<file path="config.mk">
export PLATFORM = sky130hd
export DESIGN_NAME = srg_rate_gen
export DESIGN_NICKNAME = d
export VERILOG_FILES = /design/src/common/srg_pkg.sv /design/src/design/srg_pin_sync.sv /design/src/design/srg_rate_gen.sv
export VERILOG_INCLUDE_DIRS = /design/src /design/src/common
export SDC_FILE = /design/constraint.sdc
export NUM_CORES = 1
export LEC_CHECK = 0
export ABC_AREA = 1
export BUFFER_PORTS_ARGS = -buffer_cell sky130_fd_sc_hd__buf_2
export CAP_MARGIN = 20
export CORE_MARGIN = 8
export CORE_UTILIZATION = 55
export CTS_CLUSTER_SIZE = 30
export DETAILED_ROUTE_END_ITERATION = 8
export HOLD_SLACK_MARGIN = 0.03
export PLACE_DENSITY = 0.78
export SETUP_SLACK_MARGIN = 0.05
export SYNTH_ARGS = -nofsm -noshare
export SYNTH_HDL_FRONTEND = slang
export SYNTH_SLANG_ARGS = --single-unit
</file>
<file path="constraint.sdc">
create_clock -name REF_CLK_IN -period 2.2 [get_ports REF_CLK_IN]
set_input_delay 0.22 -clock REF_CLK_IN [delete_from_list [all_inputs] [get_ports REF_CLK_IN]]
set_output_delay 0.22 -clock REF_CLK_IN [all_outputs]
set_load 0.02 [all_outputs]
</file>
<file path="src/common/srg_cfg.svh">
// Offsets, field positions, reset values and timing counts of the rate generator block.
// Assumes inclusion by the package and the design modules, by its bare name.
// Summary of operation
// - Transmit pin status shows driven output level
// - Receive pin status shows input pin level when RXGP is set, else 0
// - Frame sync polarity: 0 high, 1 low
// - Transmit clock polarity: 0 rising, 1 falling
// - Receive clock polarity: 0 falling, 1 rising
// - Reference clock: external, CPU, receive, transmit
// - Source needs both pin and generator bits
// - Resync only with external pin; else free
// - Resync: frame sync follows receive frame sync
// - Resync ignores programmed frame period
// - External edge select: 0 rising, 1 falling
// - Mode 0: frame sync on data copy
// - Mode 1: frame sync from generator
// - Frame period field gives 1 to 4096
// - Source mode: internal when 1, external 0
// - Extended select: 0 ext/CPU, 1 pins
`ifndef SRG_CFG_SVH
`define SRG_CFG_SVH
// Subaddresses of the two registers
`define SRG_SUB_RATE_GENERATOR_CONTROL_TWO 8'h07
`define SRG_SUB_PCR 8'h0e
// Pin control register fields
`define SRG_PCR_TXGP 13
`define SRG_PCR_RXGP 12
`define SRG_PCR_TX_SYNC_SOURCE_MODE 11
`define SRG_PCR_REF_CLOCK_EXT_SELECT 7
`define SRG_PCR_TXLVL 5
`define SRG_PCR_RXLVL 4
`define SRG_PCR_TX_SYNC_POLARITY 3
`define SRG_PCR_RX_SYNC_POLARITY 2
`define SRG_PCR_TX_CLOCK_POLARITY 1
`define SRG_PCR_RX_CLOCK_POLARITY 0
`define SRG_PCR_WMASK 16'h3faf
`define SRG_PCR_RESET 16'h0000
// Generator control register two fields
`define SRG_G_GEN_RESYNC_ENABLE 15
`define SRG_G_EXT_REF_EDGE_SELECT 14
`define SRG_G_REF_CLOCK_SELECT 13
`define SRG_G_GEN_TX_SYNC_MODE 12
`define SRG_G_FRAME_PERIOD_W 12
`define SRG_G_RESET 16'h0000
// Reference ticks per half period of the generated bit clock
`define SRG_HALF_TICKS 1
`endif

</file>
<file path="src/common/srg_pkg.sv">
// Types shared by the rate generator modules.
// Assumes srg_cfg.svh is on the include path.
package srg_pkg;
  `include "srg_cfg.svh"
  typedef logic [15:0] srg_word_t;
  typedef logic [`SRG_G_FRAME_PERIOD_W-1:0] srg_frame_period_t;
  // Pin vector order of the synchroniser
  typedef enum logic [2:0] {
    SRG_PIN_EXT = 3'h0,
    SRG_PIN_RXC = 3'h1,
    SRG_PIN_TXC = 3'h2,
    SRG_PIN_RXF = 3'h3,
    SRG_PIN_RXD = 3'h4
  } srg_pin_t;
endpackage

</file>
<file path="src/design/srg_pin_sync.sv">
// Two-flop synchroniser with edge detection for a vector of pins.
// Assumes asynchronous pins and the block's single clock.
module srg_pin_sync #(
  parameter int N = 5
) (
  // Clock and reset
  input wire logic clk_in,
  input wire logic rst_n_in,
  // Raw pins and clean results
  input wire logic [N-1:0] pin_in,
  output logic [N-1:0] level_out,
  output logic [N-1:0] rise_out,
  output logic [N-1:0] fall_out
);
  genvar i;
  generate
    for (i = 0; i < N; i++) begin : g_pin
      logic s1_q, s2_q, s3_q, s1_d, s2_d, s3_d;
      // Next stage values; the first flop feeds only the second
      always_comb begin
        s1_d = rst_n_in ? pin_in[i] : 1'b0;
        s2_d = rst_n_in ? s1_q : 1'b0;
        s3_d = rst_n_in ? s2_q : 1'b0;
      end
      // Stage registers
      always_ff @(posedge clk_in) begin
        s1_q <= s1_d;
        s2_q <= s2_d;
        s3_q <= s3_d;
      end
      assign level_out[i] = s2_q;
      assign rise_out[i] = s2_q & ~s3_q;
      assign fall_out[i] = ~s2_q & s3_q;
    end
  endgenerate
endmodule

</file>
<file path="src/design/srg_rate_gen.sv">
// Sample rate generator, frame sync generation and pin polarity/status logic.
// Assumes register accesses by subaddress on the block clock and asynchronous serial pins.
`include "srg_cfg.svh"
module srg_rate_gen #(
  parameter int HALF_TICKS = `SRG_HALF_TICKS
) (
  // Clock and reset
  input wire logic REF_CLK_IN,
  input wire logic RST_N_IN,
  // Subbank register port
  input wire logic [7:0] REG_ADDR_IN,
  input wire logic REG_WR_IN,
  input wire logic REG_RD_IN,
  input wire srg_pkg::srg_word_t REG_WDATA_IN,
  output srg_pkg::srg_word_t REG_RDATA_OUT,
  // Serial pins
  input wire logic EXT_REF_CLOCK_PIN_IN,
  input wire logic RX_CLOCK_PIN_IN,
  input wire logic TX_CLOCK_PIN_IN,
  input wire logic RX_FRAME_SYNC_IN,
  input wire logic RX_DATA_PIN_IN,
  output logic TX_DATA_PIN_OUT,
  output logic TX_FRAME_SYNC_OUT,
  output logic TX_FRAME_SYNC_OE_OUT,
  // Shift logic side
  input wire logic TX_SER_DATA_IN,
  input wire logic TX_COPY_IN,
  output logic GENERATED_BIT_CLOCK_OUT,
  output logic GENERATED_FRAME_SYNC_OUT,
  output logic TX_SHIFT_EDGE_OUT,
  output logic RX_SAMPLE_EDGE_OUT,
  output logic RX_FRAME_START_OUT
);
  import srg_pkg::*;

  localparam int HW = (HALF_TICKS > 1) ? $clog2(HALF_TICKS) : 1;

  logic [4:0] lvl, rise, fall;
  srg_word_t pcr_q, pcr_d, gen_q, gen_d, rdata_q, rdata_d;
  logic [HW-1:0] half_q, half_d;
  srg_frame_period_t frm_q, frm_d;
  logic generated_bit_clock_q, generated_bit_clock_d, fsg_q, fsg_d, pend_q, pend_d;
  logic copy_q, copy_d, cfs_q, cfs_d;
  logic dx_q, dx_d, fsx_q, fsx_d, fsxoe_q, fsxoe_d;
  logic txe_q, txe_d, rxe_q, rxe_d, rxs_q, rxs_d;
  logic ref_tick, half_end, bit_tick, resync, fsr_start, fsx_act;

  srg_pin_sync #(.N(5)) u_sync (
    .clk_in(REF_CLK_IN),
    .rst_n_in(RST_N_IN),
    .pin_in({RX_DATA_PIN_IN, RX_FRAME_SYNC_IN, TX_CLOCK_PIN_IN, RX_CLOCK_PIN_IN,
             EXT_REF_CLOCK_PIN_IN}),
    .level_out(lvl),
    .rise_out(rise),
    .fall_out(fall)
  );

  // Reference tick: the pin bit and the generator bit together pick it
  always_comb begin
    case ({pcr_q[`SRG_PCR_REF_CLOCK_EXT_SELECT], gen_q[`SRG_G_REF_CLOCK_SELECT]})
      2'b00: ref_tick = gen_q[`SRG_G_EXT_REF_EDGE_SELECT] ? fall[SRG_PIN_EXT] : rise[SRG_PIN_EXT];
      2'b01: ref_tick = 1'b1;
      2'b10: ref_tick = rise[SRG_PIN_RXC];
      2'b11: ref_tick = rise[SRG_PIN_TXC];
      default: ref_tick = 1'b0;
    endcase
  end

  // Resync is only meaningful with the external pin as reference
  assign resync = gen_q[`SRG_G_GEN_RESYNC_ENABLE] & ~pcr_q[`SRG_PCR_REF_CLOCK_EXT_SELECT]
                  & ~gen_q[`SRG_G_REF_CLOCK_SELECT];
  // Receive frame sync leading edge, polarity applied
  assign fsr_start = pcr_q[`SRG_PCR_RX_SYNC_POLARITY] ? fall[SRG_PIN_RXF] : rise[SRG_PIN_RXF];
  assign half_end = ref_tick & (half_q == HW'(HALF_TICKS - 1));
  assign bit_tick = half_end & ~generated_bit_clock_q;

  // Register file: writes and registered reads
  always_comb begin
    pcr_d = pcr_q;
    gen_d = gen_q;
    rdata_d = rdata_q;
    if (REG_WR_IN && REG_ADDR_IN == `SRG_SUB_PCR) begin
      pcr_d = REG_WDATA_IN & `SRG_PCR_WMASK;
    end
    if (REG_WR_IN && REG_ADDR_IN == `SRG_SUB_RATE_GENERATOR_CONTROL_TWO) begin
      gen_d = REG_WDATA_IN;
    end
    if (REG_RD_IN) begin
      case (REG_ADDR_IN)
        `SRG_SUB_PCR: begin
          rdata_d = pcr_q;
          rdata_d[`SRG_PCR_TXLVL] = dx_q;
          rdata_d[`SRG_PCR_RXLVL] = pcr_q[`SRG_PCR_RXGP] & lvl[SRG_PIN_RXD];
        end
        `SRG_SUB_RATE_GENERATOR_CONTROL_TWO: rdata_d = gen_q;
        default: rdata_d = 16'h0000;
      endcase
    end
    if (!RST_N_IN) begin
      pcr_d = `SRG_PCR_RESET;
      gen_d = `SRG_G_RESET;
      rdata_d = 16'h0000;
    end
  end

  always_ff @(posedge REF_CLK_IN) begin
    pcr_q <= pcr_d;
    gen_q <= gen_d;
    rdata_q <= rdata_d;
  end

  // Bit clock divider and frame counter; resync restarts the divider phase
  always_comb begin
    half_d = half_q;
    generated_bit_clock_d = generated_bit_clock_q;
    frm_d = frm_q;
    fsg_d = fsg_q;
    pend_d = pend_q;
    if (ref_tick) begin
      half_d = half_end ? '0 : half_q + HW'(1);
      generated_bit_clock_d = half_end ? ~generated_bit_clock_q : generated_bit_clock_q;
    end
    if (resync) begin
      if (bit_tick) begin
        fsg_d = pend_q;
        pend_d = 1'b0;
      end
      if (fsr_start) begin
        half_d = '0; // Realign the bit clock to the external frame
        generated_bit_clock_d = 1'b0;
        pend_d = 1'b1;
      end
    end else if (bit_tick) begin
      pend_d = 1'b0;
      if (frm_q == gen_q[`SRG_G_FRAME_PERIOD_W-1:0]) begin
        frm_d = '0;
        fsg_d = 1'b1;
      end else begin
        frm_d = frm_q + 1'b1;
        fsg_d = 1'b0;
      end
    end
    if (!RST_N_IN) begin
      half_d = '0;
      generated_bit_clock_d = 1'b0;
      frm_d = '0;
      fsg_d = 1'b0;
      pend_d = 1'b0;
    end
  end

  always_ff @(posedge REF_CLK_IN) begin
    half_q <= half_d;
    generated_bit_clock_q <= generated_bit_clock_d;
    frm_q <= frm_d;
    fsg_q <= fsg_d;
    pend_q <= pend_d;
  end

  // Transmit frame sync source; a copy landing with the bit tick is kept, not lost
  assign fsx_act = gen_q[`SRG_G_GEN_TX_SYNC_MODE] ? fsg_q : cfs_q;
  always_comb begin
    copy_d = copy_q;
    cfs_d = cfs_q;
    if (bit_tick) begin
      cfs_d = copy_q;
      copy_d = 1'b0;
    end
    if (TX_COPY_IN) begin
      copy_d = 1'b1;
    end
    fsx_d = fsx_act ^ pcr_q[`SRG_PCR_TX_SYNC_POLARITY];
    fsxoe_d = pcr_q[`SRG_PCR_TX_SYNC_SOURCE_MODE];
    dx_d = pcr_q[`SRG_PCR_TXGP] ? pcr_q[`SRG_PCR_TXLVL] : TX_SER_DATA_IN;
    txe_d = pcr_q[`SRG_PCR_TX_CLOCK_POLARITY] ? fall[SRG_PIN_TXC] : rise[SRG_PIN_TXC];
    rxe_d = pcr_q[`SRG_PCR_RX_CLOCK_POLARITY] ? rise[SRG_PIN_RXC] : fall[SRG_PIN_RXC];
    rxs_d = fsr_start;
    if (!RST_N_IN) begin
      copy_d = 1'b0;
      cfs_d = 1'b0;
      fsx_d = 1'b0;
      fsxoe_d = 1'b0;
      dx_d = 1'b0;
      txe_d = 1'b0;
      rxe_d = 1'b0;
      rxs_d = 1'b0;
    end
  end

  always_ff @(posedge REF_CLK_IN) begin
    copy_q <= copy_d;
    cfs_q <= cfs_d;
    fsx_q <= fsx_d;
    fsxoe_q <= fsxoe_d;
    dx_q <= dx_d;
    txe_q <= txe_d;
    rxe_q <= rxe_d;
    rxs_q <= rxs_d;
  end

  // Every output leaves straight from a flop
  assign REG_RDATA_OUT = rdata_q;
  assign TX_DATA_PIN_OUT = dx_q;
  assign TX_FRAME_SYNC_OUT = fsx_q;
  assign TX_FRAME_SYNC_OE_OUT = fsxoe_q;
  assign GENERATED_BIT_CLOCK_OUT = generated_bit_clock_q;
  assign GENERATED_FRAME_SYNC_OUT = fsg_q;
  assign TX_SHIFT_EDGE_OUT = txe_q;
  assign RX_SAMPLE_EDGE_OUT = rxe_q;
  assign RX_FRAME_START_OUT = rxs_q;

  // Checks
  property p_tx_level;
    @(posedge REF_CLK_IN) disable iff (!RST_N_IN)
    REG_RD_IN && REG_ADDR_IN == `SRG_SUB_PCR |=> REG_RDATA_OUT[`SRG_PCR_TXLVL] == $past(dx_q);
  endproperty
  a_tx_level: assert property (p_tx_level) else $error("tx level status wrong");

  property p_rx_level;
    @(posedge REF_CLK_IN) disable iff (!RST_N_IN)
    REG_RD_IN && REG_ADDR_IN == `SRG_SUB_PCR && !pcr_q[`SRG_PCR_RXGP]
      |=> !REG_RDATA_OUT[`SRG_PCR_RXLVL];
  endproperty
  a_rx_level: assert property (p_rx_level) else $error("rx level shown outside gp mode");

  property p_fsx_pol;
    @(posedge REF_CLK_IN) disable iff (!RST_N_IN)
    ##1 TX_FRAME_SYNC_OUT == ($past(fsx_act) ^ $past(pcr_q[`SRG_PCR_TX_SYNC_POLARITY]));
  endproperty
  a_fsx_pol: assert property (p_fsx_pol) else $error("tx frame sync polarity wrong");

  property p_tx_edge;
    @(posedge REF_CLK_IN) disable iff (!RST_N_IN)
    pcr_q[`SRG_PCR_TX_CLOCK_POLARITY] && rise[SRG_PIN_TXC] |=> !TX_SHIFT_EDGE_OUT;
  endproperty
  a_tx_edge: assert property (p_tx_edge) else $error("tx edge on wrong polarity");

  property p_rx_edge;
    @(posedge REF_CLK_IN) disable iff (!RST_N_IN)
    !pcr_q[`SRG_PCR_RX_CLOCK_POLARITY] && fall[SRG_PIN_RXC] |=> RX_SAMPLE_EDGE_OUT;
  endproperty
  a_rx_edge: assert property (p_rx_edge) else $error("rx sample edge missed");

  property p_pin_src;
    @(posedge REF_CLK_IN) disable iff (!RST_N_IN)
    pcr_q[`SRG_PCR_REF_CLOCK_EXT_SELECT] && gen_q[`SRG_G_REF_CLOCK_SELECT] && !rise[SRG_PIN_TXC] |-> !ref_tick;
  endproperty
  a_pin_src: assert property (p_pin_src) else $error("reference tick from wrong source");

  property p_free_frame;
    @(posedge REF_CLK_IN) disable iff (!RST_N_IN)
    !resync && bit_tick && frm_q == gen_q[`SRG_G_FRAME_PERIOD_W-1:0] |=> fsg_q && frm_q == '0;
  endproperty
  a_free_frame: assert property (p_free_frame) else $error("frame sync not at period");

  property p_resync_wait;
    @(posedge REF_CLK_IN) disable iff (!RST_N_IN)
    resync && bit_tick && !pend_q && !fsr_start |=> !fsg_q;
  endproperty
  a_resync_wait: assert property (p_resync_wait) else $error("frame sync without rx sync");

  property p_fsg_width;
    @(posedge REF_CLK_IN) disable iff (!RST_N_IN)
    !resync && gen_q[`SRG_G_FRAME_PERIOD_W-1:0] != '0 && fsg_q && bit_tick |=> !fsg_q;
  endproperty
  a_fsg_width: assert property (p_fsg_width) else $error("frame sync wider than one bit");
endmodule

</file>
## Word level (Yosys, flattened, before mapping)

Index checks and enable logic that the tools add are counted.

- $add $sub $neg: 2
- Multiply operators: 0
- Divide/modulo/power cells: 0
- Order comparisons: 0
- Eq/ne operators: 6
- Shift operators: 0
- Muxes and demuxes: 26
- Bitwise gates (word level): 27
- Reduce and logical (&&, ||, !) cells: 5

Operator list:

| cell | count |
|---|---|
| 16-bit one-hot mux with 2 select lines | 1 |
| 1-bit 2-to-1 mux | 23 |
| 1-bit AND | 13 |
| 1-bit inverter | 13 |
| 12-bit by 1-bit adder with 12-bit output, second input constant | 1 |
| 12-bit == test | 1 |
| 12-bit 2-to-1 mux | 1 |
| 8-bit by 3-bit == test with 1-bit output, second input constant | 1 |
| 8-bit by 4-bit == test with 1-bit output, second input constant | 1 |
| 2-bit == test, second input constant | 2 |
| 1-bit one-hot mux with 4 select lines | 1 |
| 2-bit by 1-bit == test with 1-bit output, second input constant | 1 |
| 1-bit logical AND | 2 |
| 2-bit zero test | 1 |
| 2-bit AND reduction | 1 |
| 2-bit nonzero test | 1 |
| 1-bit adder, second input constant | 1 |
| 1-bit XOR | 1 |

- Register bits after elaboration: 82
- Bits in latches: 0
- RAM bits: 0
- Memory bits (read-only): 0
- Bits of input ports: 35
- Output and inout bits: 24
- Memories kept: 0

## Depth between registers and ports, before layout

- Depth after elaboration: 9
- Depth in mapped cells: 15

## By module

From an unflattened synthesis, not the netlist that was laid out.

- Cells, all modules: 533
- Area total of the unflattened synthesis: 3669.8 um^2

Modules (own cells, without submodules):

| module | times used | cells an instance | area an instance (um^2) |
|---|---|---|---|
| srg_rate_gen | 1 | 462 | 3133.0 |
| srg_pin_sync | 1 | 71 | 536.8 |

## Least setup slack after synthesis

No wires, ideal clock.

- Path kind: register to register
- Start: register gen_q[13]
- End: register frm_q[5]
- Setup time: 116 ps
- Arrival time: 1575 ps
- Required time: 2084 ps
- Setup slack: 509 ps
- Cell stages (with the launch flop): 12
- Path through: dfxtp_1 -> clkbuf_2 -> o21bai_1 -> nand2_1 -> nand2_1 -> inv_1 -> nor2_1 -> ha_1 -> o21ai_4 -> nor2_1 -> xor2_1 -> nor2_1

- Cells in the longest elaborated chain, start to end: 5
- Elaborated cells between the ends (all ways): 11

Ends and longest elaborated chain:

| what | RTL line | text |
|---|---|---|
| start, declared | srg_rate_gen.sv:39 | `srg_word_t pcr_q, pcr_d, gen_q, gen_d, rdata_q, rdata_d;` |
| start signal, assigned | srg_rate_gen.sv:108 | `gen_q <= gen_d;` |
| 2-bit == test (tied with other cells) | srg_rate_gen.sv:60 | `` case ({pcr_q[`SRG_PCR_REF_CLOCK_EXT_SELECT], gen_q[`SRG_G_REF_CLOCK_SELECT]}) `` |
| 1-bit one-hot mux with 4 select lines * | srg_rate_gen.sv:60 |  |
| 1-bit AND * | srg_rate_gen.sv:74 | `assign half_end = ref_tick & (half_q == HW'(HALF_TICKS - 1));` |
| 1-bit AND * | srg_rate_gen.sv:75 | `assign bit_tick = half_end & ~generated_bit_clock_q;` |
| named net bit_tick | srg_rate_gen.sv:46 | `logic ref_tick, half_end, bit_tick, resync, fsr_start, fsx_act;` |
| 2-bit AND reduction (no source line) * | n/a |  |
| end signal, assigned | srg_rate_gen.sv:155 | `frm_q <= frm_d;` |
| end, declared | srg_rate_gen.sv:41 | `srg_frame_period_t frm_q, frm_d;` |

Mark *: on every way through the listed nets, which the timed path passes. The rest lies on a longest branch.
A chain may end at the register's enable or synchronous reset.

## Worst setup path after layout

- Start: register gen_q[13]
- End: register frm_q[2]

The elaborated chain is that of the path after synthesis.

==> key figures <==
Status
  • Status: completed

Critical path
  • CP bufs+invs: 1
  • Largest delay share family, worst path: simple AND/OR/NAND/NOR gates
  • Critical Path RT: 2.43 ns
  • Worst path cell trace: o21bai_1, nand2_1, nand2_1, inv_1, nor2_1, ha_1, o21ai_4, nor2_1, nand2_2, nand2_4, nor2_1
  • CP Class: reg -> reg
  • Flop-to-flop setup slack: 0.31 ns
  • Crit. End Element: flop
  • CP max-delay cell: dfxtp_1
  • Slowest stage delay, CP: 0.47 ns
  • CP most frequent cell: nor2_1
  • Crit-path max FO: 10
  • CP Data Arrival Time: 2.12 ns
  • Critical Path Start Type: flop

Finish
  • Commonest cells after routing, fill and taps aside: nand2_1, dfxtp_1, inv_1
  • Share of layout cells above drive strength 1: 0.162
  • Area of the multi-input gates: 1510 µm²
  • Fin area: 4020 µm²
  • Area growth syn-to-layout: 13.2%
  • Fill count: 606
  • Diode count: 0
  • Most common cell after layout, fill and taps aside: nand2_1
  • FF/Latch Area: 1640 µm²
  • Fin nets: 593
  • Final Non-Filler Cells: 638

STA
  • Clock Skew: 0.00900 ns
  • RSZ-0062 raised after global routing: no
  • Fin worst setup slack: 0.310 ns
  • Setup TNS Final: 0 ns
  • Final setup fails: 0
  • Fin. max-slew vios: 0
  • Worst-margin pin slew: 0.730 ns
  • Hold violation count in the final report: 0
  • Tcrit/Tclk final: 0.859
  • Max transition margin: 0.513
  • Post-layout min period: 1.89 ns
  • Fmax: 529 MHz

Power
  • Total power: 2.74 mW
  • Pwr Density: 682 nW/µm²
  • Leak Pwr: 1.87 nW
  • Peak VDD IR: 0.000450 V

Logic synthesis
  • Cell variety after synth: 28
  • Syn Area/Cell: 7.04 µm²
  • Synth Instances: 504
  • Sequential area share after synthesis: 0.463
  • Yosys reg bits: 82
  • Yosys warns: 0
  • Post-Syn Nets: 541
  • Syn Std Cell Area: 3550 µm²

Place
  • DP HPWL: 6130 µm
  • Port buffer count: 58
  • RePlAce Congestion: 0.915
  • Placed inst area: 3840 µm²
  • Placed insts: 622
  • Worst slack, placed: 0.293 ns

Clock network
  • CTS sink cnt: 82
  • Inserted Clock Buffers: 9
  • H-tree Lvls: 3
  • Hold buffers post-CTS: 0
  • Clk_lat worst skew: 0.35 ns
  • CTS tree: yes
  • Reg clk slew, reported paths: 0.09 ns
  • Post CTS Setup Buffer Count: 0
  • Clock tree buffer depth: 2
  • Clock root buffer: clkbuf_8

Routing
  • WL final: 8410 µm
  • DR DRC count: 0
  • Routed WL per cell: 13.2 µm
  • Antenna Nets Post-Route: 0
  • Via density: 5.05
  • 1st-iter DRT viols: 180
  • Routed via count: 3,223
  • DR pass1 iterations: 4

GRT
  • Met3 Use GR: 0.0328
  • First-pass GRT wire length: 13,700 µm
  • Largest net degree at the start of global routing: 41
  • Antenna violations before repair: 0
  • Met1 usage: 0.235
  • Grt ovf: 0
  • Layer with the highest usage: met2
  • M2 GR Usage: 0.314
  • All-Layer GR Usage: 0.190
  • Number of global-route vias before repair: 3,066

Floorplan
  • Die W: 96.3 µm
  • Core ar.: 6310 µm²
  • # IOs: 59
  • Die Y: 96.3 µm
  • Initial Util: 0.562
  • Die ar.: 9280 µm²
  • FP Rows: 29

Job
  • Max Cap Viol: 0

Hold path
  • Worst Hold Class: in -> reg
## registers in the layout (all words and copies together), names as in the netlist
name and cells:
u_sync.g_pin.s1_q 5, pend_q 1, u_sync.g_pin.s3_q 4, GENERATED_FRAME_SYNC_OUT 1, RX_SAMPLE_EDGE_OUT 1, pcr_q 12, TX_SHIFT_EDGE_OUT 1, RX_FRAME_START_OUT 1
cfs_q 1, copy_q 1, TX_FRAME_SYNC_OUT 1, gen_q 16, TX_FRAME_SYNC_OE_OUT 1, half_q 1, GENERATED_BIT_CLOCK_OUT 1, TX_DATA_PIN_OUT 1
u_sync.g_pin.s2_q 5, frm_q 12, REG_RDATA_OUT 16
## cell type report
type	count	area share
Sequential cell	82	0.409
Multi-Input combinational cell	329	0.376
Timing Repair Buffer	62	0.0797
Inverter	72	0.0679
Clock buffer	10	0.0318
Tap cell	77	0.0240
Clock inverter	6	0.0125
## logic make-up after synthesis
group / share of synthesized area
AO/OA/AOI/OAI: 0.129
adder cells (fa/ha/maj): 0.00705
XOR/XNOR: 0.0123
AND/OR/NAND/NOR: 0.276
buffers and inverters: 0.113
flip-flops: 0.463
## worst paths after layout
| path | from | endpoint | depth (start not counted) |
|---|---|---|---|
| min reg2reg | u_sync.g_pin[1].s1_q | u_sync.g_pin[1].s2_q | 2 |
| max reg2reg | gen_q[13] | frm_q[2] | 11 |
| max | gen_q[13] | frm_q[2] | 11 |
| min | RX_FRAME_SYNC_IN | u_sync.g_pin[3].s1_q | 3 |
## through the flow
stage | hold WS, ns | utilization
final | 0.0512 | 0.636
after global routing | 0.0459 | 0.636
after CTS | 0.0454 | 0.636
after detailed placement | 0.399 | 0.608
after global placement | 0.394 | 0.608
after floorplan | 0.318 | -
## cell usage after synthesis (all sizes together)
cell type  count  area, µm²
nand2        139        547
dfxtp         82       1640
inv           72        273
nor2          64        243
a21oi         42        210
nand3         28        140
o21ai         28        151
clkbuf        13       50.0
o211ai        10       75.1
buf            8       77.6
xor2           5       43.8
nor3           3       15.0
a31oi          2       12.5
and2           2       17.5
ha             2       25.0
and3           1       6.26
nand4          1       6.26
o21bai         1       7.51
or2            1       6.26
## worst min-delay path, stage by stage
cell and delay (ns):
buf_2 0.07, nand2_1 0.04, inv_1 0.04
## per-layer routing
metal	part of all wire	wire, µm
met1	0.43	3640
met3	0.076	639
met4	0.018	150
met5	0	0
met2	0.47	3980
## where the power goes
| group | total (mW) | internal [mW] | switching (mW) |
|---|---|---|---|
| registers | 1.53 | 1.52 | 0.0161 |
| clock network | 0.985 | 0.424 | 0.561 |
| logic | 0.222 | 0.0803 | 0.142 |
| total | 2.74 | 2.02 | 0.719 |
## repair_timing
action | CTS | global route
endpoints found under the setup margin | 0 | 2
resized for setup | 0 | 1
hold endpoints to repair | 0 | 0
Power figures use the tool's default switching activity.
